--- src/rtl/pmrc_map.vh ---
`ifndef PMRC_MAP_VH
`define PMRC_MAP_VH
// oscillator periods of reset hold needed before a full reset
`define PMRC_RST_OSC_PERIODS 24
// reset qualification counter width
`define PMRC_RST_CNT_W 5
// machine cycles of the reset-ends-idle window
`define PMRC_IDLE_RST_MC 2
// oscillator periods in one machine cycle
`define PMRC_OSC_PER_MC 12
// window length in oscillator periods
`define PMRC_IDLE_RST_OSC 24
// last count of the reset qualification counter
`define PMRC_RST_LAST 5'h17
// last count of the ram-block window counter
`define PMRC_WIN_LAST 5'h17
// wake-enable bit position in auxiliary control one
`define PMRC_WAKE_EN_BIT 3
// mode encodings
`define PMRC_MODE_RUN 2'h0
`define PMRC_MODE_IDLE 2'h1
`define PMRC_MODE_PD 2'h2
`define PMRC_MODE_EMU 2'h3
`endif

--- src/rtl/pmrc_sync.v ---
`timescale 1ns/1ns
// three-stage synchroniser; output changes when stages two and three agree
module pmrc_sync #(
   parameter RST_VAL = 1'b0
) (
   // clock and reset
   input  wire i_sys_clk,
   input  wire i_rst,
   // async input and filtered result
   input  wire i_async,
   output reg  o_sync
);
   reg [2:0] stage_ff;

   always @(posedge i_sys_clk) begin
      if (i_rst) begin
         stage_ff <= {3{RST_VAL}};
         o_sync   <= RST_VAL;
      end else begin
         stage_ff <= {stage_ff[1:0], i_async};
         if (stage_ff[1] == stage_ff[2]) begin
            o_sync <= stage_ff[2];
         end
      end
   end
endmodule // pmrc_sync

--- src/rtl/pmrc_top.v ---
// Functional notes
// reset pin high for 24 oscillator periods while running causes a full reset.
// internal clock is the oscillator halved by a toggle flip-flop.
// ram and register state are kept while the clock is slowed or stopped.
// idle request halts the processor after the instruction; peripherals keep running.
// enabled interrupt leaves idle into its handler; reset restarts as power-on.
// power-down request stops the oscillator after the requesting instruction.
// reset exit from power-down reinitialises registers but keeps ram.
// interrupt wake from power-down only when wake-enable bit 3 is one.
// wake source must stay active until the oscillator restarts, under 10 ms.
// wake needs enabled level interrupt; low restarts oscillator, high completes exit.
// after the wake handler returns, execution continues after the power-down instruction.
// variant without program memory always allows interrupt wake from power-down.
// reset ending idle blocks ram access for up to two machine cycles.
// address strobe low in reset with program strobe high enters emulation float.
// emulation float: port 0 floats, rest pulled weakly high, oscillator runs.
// idle drives strobes high, power-down low; port 0 floats with external memory.
// mode requests come from control bits; power-down wins; bits clear on exit.
`timescale 1ns/1ns
`include "pmrc_map.vh"
module pmrc_top (
   // clock and reset
   input  wire       i_sys_clk,
   input  wire       i_rst,
   // oscillator enable pulse and pins
   input  wire       i_osc_tick,
   input  wire       i_reset_pin,
   input  wire       i_ext_irq_zero_n,
   input  wire       i_ext_irq_one_n,
   input  wire       i_addr_strobe_pin,
   input  wire       i_program_store_strobe_pin,
   // configuration
   input  wire       i_irq_zero_en,
   input  wire       i_irq_one_en,
   input  wire       i_irq_zero_level,
   input  wire       i_irq_one_level,
   input  wire [7:0] i_aux_control_one,
   input  wire       i_romless,
   input  wire       i_ext_prog_mem,
   input  wire       i_any_irq_pending,
   // control bit writes and instruction boundary
   input  wire       i_set_idle_req,
   input  wire       i_set_pd_req,
   input  wire       i_instr_done,
   // status and control outputs
   output reg        o_idle_req,
   output reg        o_pd_req,
   output reg  [1:0] o_mode,
   output reg        o_int_clk_en,
   output reg        o_cpu_clk_en,
   output reg        o_periph_clk_en,
   output reg        o_osc_run,
   output reg        o_full_reset,
   output reg        o_sfr_reset,
   output reg        o_ram_block,
   output reg        o_wake_irq,
   // pin control
   output reg        o_addr_strobe_val,
   output reg        o_program_store_strobe_val,
   output reg        o_strobe_force,
   output reg        o_port0_float,
   output reg        o_weak_pullup,
   output reg        o_port2_addr
);
   wire       rst_s;
   wire       irq0_s;
   wire       irq1_s;
   wire       ale_s;
   wire       program_store_strobe_s;
   reg  [4:0] rst_cnt_ff;
   reg  [4:0] win_cnt_ff;
   reg        win_ff;
   reg        half_ff;
   reg        waking_ff;
   reg        emu_arm_ff;
   wire       wake_en;
   wire       lvl_low;
   wire       rst_qual;

   pmrc_sync #(.RST_VAL(1'b0)) u_rst (.i_sys_clk(i_sys_clk), .i_rst(i_rst),
      .i_async(i_reset_pin), .o_sync(rst_s));
   pmrc_sync #(.RST_VAL(1'b1)) u_i0 (.i_sys_clk(i_sys_clk), .i_rst(i_rst),
      .i_async(i_ext_irq_zero_n), .o_sync(irq0_s));
   pmrc_sync #(.RST_VAL(1'b1)) u_i1 (.i_sys_clk(i_sys_clk), .i_rst(i_rst),
      .i_async(i_ext_irq_one_n), .o_sync(irq1_s));
   pmrc_sync #(.RST_VAL(1'b1)) u_al (.i_sys_clk(i_sys_clk), .i_rst(i_rst),
      .i_async(i_addr_strobe_pin), .o_sync(ale_s));
   pmrc_sync #(.RST_VAL(1'b1)) u_ps (.i_sys_clk(i_sys_clk), .i_rst(i_rst),
      .i_async(i_program_store_strobe_pin), .o_sync(program_store_strobe_s));

   assign wake_en  = i_aux_control_one[`PMRC_WAKE_EN_BIT] | i_romless;

   assign lvl_low  = (i_irq_zero_en & i_irq_zero_level & ~irq0_s) |
                     (i_irq_one_en & i_irq_one_level & ~irq1_s);
   assign rst_qual = rst_s & (rst_cnt_ff == `PMRC_RST_LAST) & i_osc_tick;

   always @(posedge i_sys_clk) begin
      if (i_rst) begin
         rst_cnt_ff   <= 5'h00;
         win_cnt_ff   <= 5'h00;
         win_ff       <= 1'b0;
         half_ff      <= 1'b0;
         waking_ff    <= 1'b0;
         emu_arm_ff   <= 1'b0;
         o_idle_req   <= 1'b0;
         o_pd_req     <= 1'b0;
         o_mode       <= `PMRC_MODE_RUN;
         o_int_clk_en <= 1'b0;
         o_cpu_clk_en <= 1'b0;
         o_periph_clk_en <= 1'b0;
         o_osc_run    <= 1'b1;
         o_full_reset <= 1'b1;
         o_sfr_reset  <= 1'b1;
         o_ram_block  <= 1'b0;
         o_wake_irq   <= 1'b0;
         o_addr_strobe_val <= 1'b1;
         o_program_store_strobe_val <= 1'b1;
         o_strobe_force <= 1'b0;
         o_port0_float  <= 1'b0;
         o_weak_pullup  <= 1'b0;
         o_port2_addr   <= 1'b0;
      end else begin
         o_wake_irq <= 1'b0;
         // qualify reset over oscillator periods; counts only while oscillator runs
         if (!rst_s) begin
            rst_cnt_ff <= 5'h00;
         end else if (i_osc_tick && o_osc_run && !rst_qual) begin
            rst_cnt_ff <= rst_cnt_ff + 5'h01;
         end
         // toggle divider gives the internal clock enable
         if (i_osc_tick && o_osc_run) begin
            half_ff <= ~half_ff;
         end
         o_int_clk_en <= i_osc_tick & o_osc_run & half_ff;
         // window after reset ends idle
         if (win_ff && i_osc_tick) begin
            if (win_cnt_ff == `PMRC_WIN_LAST) begin
               win_ff      <= 1'b0;
               o_ram_block <= 1'b0;
            end
            win_cnt_ff <= win_cnt_ff + 5'h01;
         end
         if (rst_qual && o_osc_run) begin
            // full reset; ram is outside this block and untouched
            o_full_reset <= 1'b1;
            o_sfr_reset  <= 1'b1;
            o_idle_req   <= 1'b0;
            o_pd_req     <= 1'b0;
            o_mode       <= `PMRC_MODE_RUN;
            emu_arm_ff   <= ~ale_s & program_store_strobe_s;
         end else if (o_full_reset && !rst_s) begin
            o_full_reset <= 1'b0;
            o_sfr_reset  <= 1'b0;
            win_ff       <= 1'b0;
            o_ram_block  <= 1'b0;
            // strobe still low at release enters emulation float
            if (emu_arm_ff && !ale_s) begin
               o_mode <= `PMRC_MODE_EMU;
            end
            emu_arm_ff <= 1'b0;
         end else if (o_full_reset) begin
            emu_arm_ff <= ~ale_s & program_store_strobe_s;
         end else begin
            // power-down takes precedence at the boundary
            case (o_mode)
               `PMRC_MODE_RUN: begin
                  // enter at the instruction boundary
                  if (i_instr_done && (o_pd_req || i_set_pd_req)) begin
                     o_mode <= `PMRC_MODE_PD;
                  end else if (i_instr_done && (o_idle_req || i_set_idle_req)) begin
                     o_mode <= `PMRC_MODE_IDLE;
                  end
               end
               `PMRC_MODE_IDLE: begin
                  if (rst_s && !win_ff) begin
                     win_ff      <= 1'b1;
                     win_cnt_ff  <= 5'h00;
                     o_ram_block <= 1'b1;
                  end else if (i_any_irq_pending && !rst_s) begin
                     o_mode     <= `PMRC_MODE_RUN;
                     o_idle_req <= 1'b0;
                     o_wake_irq <= 1'b1;
                  end
               end
               `PMRC_MODE_PD: begin
                  if (rst_s) begin
                     // oscillator restarts so reset can be qualified
                     o_osc_run <= 1'b1;
                  end else if (wake_en && lvl_low) begin
                     o_osc_run <= 1'b1;
                     waking_ff <= 1'b1;
                  end else if (waking_ff) begin
                     // exit completes when pin returns high
                     waking_ff  <= 1'b0;
                     o_mode     <= `PMRC_MODE_RUN;
                     o_pd_req   <= 1'b0;
                     o_idle_req <= 1'b0;
                     o_wake_irq <= 1'b1;
                  end else begin
                     o_osc_run <= 1'b0;
                  end
               end
               `PMRC_MODE_EMU: begin
                  o_osc_run <= 1'b1;
               end
               default: o_mode <= `PMRC_MODE_RUN;
            endcase
            // sets come after the exit clears so a set in the same cycle wins
            if (i_set_idle_req) o_idle_req <= 1'b1;
            if (i_set_pd_req)   o_pd_req   <= 1'b1;
         end
         // cpu gated in idle/pd; state held by the gating, not cleared
         o_cpu_clk_en    <= i_osc_tick & o_osc_run & half_ff & ~o_full_reset &
                            (o_mode == `PMRC_MODE_RUN);
         o_periph_clk_en <= i_osc_tick & o_osc_run & half_ff &
                            (o_mode != `PMRC_MODE_PD);
         // pin states per mode
         o_strobe_force <= (o_mode == `PMRC_MODE_IDLE) | (o_mode == `PMRC_MODE_PD);
         o_addr_strobe_val <= (o_mode != `PMRC_MODE_PD);
         o_program_store_strobe_val <= (o_mode != `PMRC_MODE_PD);
         o_port0_float <= (o_mode == `PMRC_MODE_EMU) |
                          (i_ext_prog_mem & ((o_mode == `PMRC_MODE_IDLE) |
                                             (o_mode == `PMRC_MODE_PD)));
         o_weak_pullup <= (o_mode == `PMRC_MODE_EMU);
         o_port2_addr  <= i_ext_prog_mem & (o_mode == `PMRC_MODE_IDLE);
      end
   end
endmodule // pmrc_top

--- config.mk ---
export PLATFORM = sky130hd
export DESIGN_NAME = pmrc_top
export DESIGN_NICKNAME = d
export VERILOG_FILES = /design/src/rtl/pmrc_sync.v /design/src/rtl/pmrc_top.v
export VERILOG_INCLUDE_DIRS = /design/src /design/src/rtl
export SDC_FILE = /design/constraint.sdc
export NUM_CORES = 1
export LEC_CHECK = 0
export BUFFER_PORTS_ARGS = -buffer_cell sky130_fd_sc_hd__clkbuf_2
export CORE_ASPECT_RATIO = 1.4
export CORE_UTILIZATION = 47
export DETAILED_ROUTE_END_ITERATION = 6
export PLACE_DENSITY = 0.74
export REMOVE_ABC_BUFFERS = 1
export SLEW_MARGIN = 20
export SYNTH_ARGS = -nofsm -noshare
export SYNTH_HDL_FRONTEND = slang
export SYNTH_HIERARCHICAL = 1
export SYNTH_SLANG_ARGS = --single-unit
--- constraint.sdc ---
create_clock -name i_sys_clk -period 1.9 [get_ports i_sys_clk]
set_input_delay 0.095 -clock i_sys_clk [delete_from_list [all_inputs] [get_ports i_sys_clk]]
set_output_delay 0.095 -clock i_sys_clk [all_outputs]
set_load 0.01 [all_outputs]
==> impl_results.md <==
* Fraction of registers with async set/reset at 0%
* Arr. time, crit path at 2.01 ns
* Reg clk slew, reported paths at 0.09 ns
* CP bufs+invs at 2
* Seq cells post-synth at 50
* First-pass GRT wire length at 5830 microns
* Vias in the first global route at 1344
* DIE AREA at 4440 sq um
* Gate Count Post-Synth at 204
* Yosys Warn Count at 6
* Leakage at 0.992 nW
* Main synth FF type: dfxtp_1
* Synth unique cells at 45
* Ports at 44
* Worst path most repeated cell: inv_1
* # fillers at 368
* Crit-path leading delay family: simple AND/OR/NAND/NOR gates
* Worst min-delay path class: input pin to flip-flop
* Slew HR at 75.0%
* Pint at 1.45 mW
* Post-route clock period utilization at 95.7%
* Post-synth EDFFs at 0
* Initial antenna violation count at 0
* Initial cell density of the core at 49.6%
* Clk sinks at 50
* DRC Markers at 0
* Comb pwr share at 11.6%
* Crit path kind: flip-flop to flip-flop
* Crit-path max FO at 5
* Power share of the clock group at 31.2%
* Chip height at 78.4 microns
* Die outline width at 56.6 microns
* Crit path largest cell delay at 0.51 ns
* CP Cell Sequence: inv_1 -> ha_1 -> inv_1 -> o22ai_1 -> nand2_1 -> or4_1 -> o311a_1
* CTS H-tree lvls at 2
* TritonRoute pass-1 iters at 4
* Peak Freq at 550 MHz
* I/O Buffers at 36
* Setup tns final at 0 ns
* Avg Vias per Cell at 5.06
* Crit end category: flip-flop
* Max_cap viols at 0
* # setup viols final at 0
* Share of Yosys cell area claimed by the top area cell type at 51.0%
* Skew-Pair Late Insertion Delay at 0.30 ns
* Mean Syn Cell Area at 9.62 sq um
* Setup slack after layout at 0.0815 ns
* Commonest non-fill, non-tap cells in the layout: dfxtp_1, clkbuf_2, nor2_1
* P&R area growth vs syn at 20.1%
* Reg power frac at 57.2%
* Slowest library cell on the worst path: or4_1
* Final Hold Viols at 0
* Antenna diodes at 0
* RSZ-0062 raised after global routing: false
* Rows at 27
* Largest cells by area after synthesis: dfxtp_1, nor2_1, or2_1
* Worst R2R Setup Slack at 0.08 ns
* RD Place Congestion at 0.822
* Core area at 3950 sq um
* Status: finished clean
* Clk_skew at 0.00606 ns
* CTS tree: yes
* Commonest non-fill, non-tap cell in the layout: dfxtp_1
* Syn Std Cell Area at 1960 sq um
* Switching portion of total power at 24.9%
* Layout cells sized above 1 at 23.2%
* Final Slew Violations at 0
* Seq/Total Area, Yosys at 51.0%
* Pin count of the biggest net entering global routing at 36
* Net Sw Power at 482 uW
* Final min period at 1.82 ns
* Post-route ant nets at 0
* Final Net Count at 285
* Worst path required time at 2.09 ns
* Clock buffer count from CTS at 5
* Pwr dens at 822 nW/um^2
* Worst vdd ir at 0.561 mV
* Leading area contributor after synthesis: dfxtp_1
* WL/cell at 11.4 microns
* CTS root buffer: clkbuf_8
* DP HPWL at 2470 microns
* Vias at 1504
* Initial DRC count at 18
* GRT Total Usage at 16.9%
* CP Launch Type: flip-flop
* Max clock buf depth at 2
* Slew at the pin closest to its max-slew limit at 0.372 ns
* Pre-CTS setup slack at 0.0428 ns
* WL final at 3390 microns
* Grt total ovfl at 0
state kept, by name (all words and copies together) (netlist names), 2 cells and up:
signal	flops
rst_cnt_ff	5
win_cnt_ff	5
u_al/stage_ff	3
u_i0/stage_ff	3
u_i1/stage_ff	3
u_ps/stage_ff	3
u_rst/stage_ff	3
o_mode	2
final timing paths:
kind / cells past startpoint / to / from
min reg2reg: 1 / u_al/stage_ff[1] / u_al/stage_ff[0]
min: 3 / o_idle_req / i_set_idle_req
max reg2reg: 7 / o_mode[1] / o_mode[0]
max: 7 / o_mode[1] / o_mode[0]
logic make-up after synthesis:
group	Yosys count	share of synthesized area, %
buf+inv	11	2.93
simple gates	89	25.6
compound gates	36	11.0
fa+ha+maj	6	3.83
mux	4	2.04
flops	50	51.0
xor+xnor	8	3.57
what timing repair did:
item                       in CTS  in global routing
hold endpoints to repair        6                  0
setup endpoints to repair       0                  1
buffers inserted                0                  0
resized for setup               0                  2
hold buffers                    6                  0
synthesized netlist by cell type (2+ instances only):
library cell	instances
nand3b_1	4
or2_1	14
nand2b_1	5
nor3_1	2
xor2_1	6
clkbuf_1	2
nor2b_1	6
or3_1	2
nand2_1	11
nand3_1	2
inv_1	4
nor3b_1	3
mux2i_1	4
dfxtp_1	50
nor4_1	2
xnor2_1	2
o21ai_0	8
ha_1	6
a21oi_1	13
nand4_1	3
or4_1	2
o21ai_1	2
a21o_1	2
nor2_1	24
buf_4	2
o21bai_1	4
layout make-up:
| class | count | area [sq um] | share of cell area [%] |
|---|---|---|---|
| repair buffers | 48 | 285 | 12.1 |
| flip-flops and latches | 50 | 1000 | 42.5 |
| well taps | 43 | 53.8 | 2.28 |
| clock buffers | 5 | 68.8 | 2.92 |
| inverters | 5 | 18.8 | 0.797 |
| clock inverters | 3 | 21.3 | 0.903 |
| multi-input cells | 143 | 906 | 38.4 |
power groups by stage:
stage	Sequential [mW]	Clock (mW)	Combinational (mW)
floorplan	1.15	0	0.106
global placement	1.13	0	0.212
detailed placement	1.13	0	0.215
CTS	1.11	0.630	0.226
global route	1.11	0.665	0.250
finish	1.11	0.603	0.225
layer usage:
layer	track usage, %	wire length [microns]	vias to the layer above	share of wire, %
li1	-	-	790	-
met1	19.7	1540	667	45
met2	28.6	1650	41	48
met3	3.46	140	6	4.1
met4	8.78	68	0	2.0
met5	0	0	-	0
worst reg2reg max path, stage by stage, from the launching register on:
cell and delay, ns:
dfxtp_2 0.38, inv_1 0.07, ha_1 0.29, inv_1 0.06, o22ai_1 0.18, nand2_1 0.09, or4_1 0.51, o311a_1 0.13
per-stage QoR:
stage	utilization, %	instances	area [sq um]	hold slack (ns)	total power [mW]
final	59.6	297	2360	0.0471	1.94
after floorplan	-	198	1920	0.164	1.25
after detailed placement	55.7	283	2200	0.275	1.35
after global routing	59.6	297	2360	0.0667	2.03
after CTS	59.5	297	2350	0.0342	1.96
after global placement	55.7	283	2200	0.272	1.34
(Power assumes the default switching activity.)
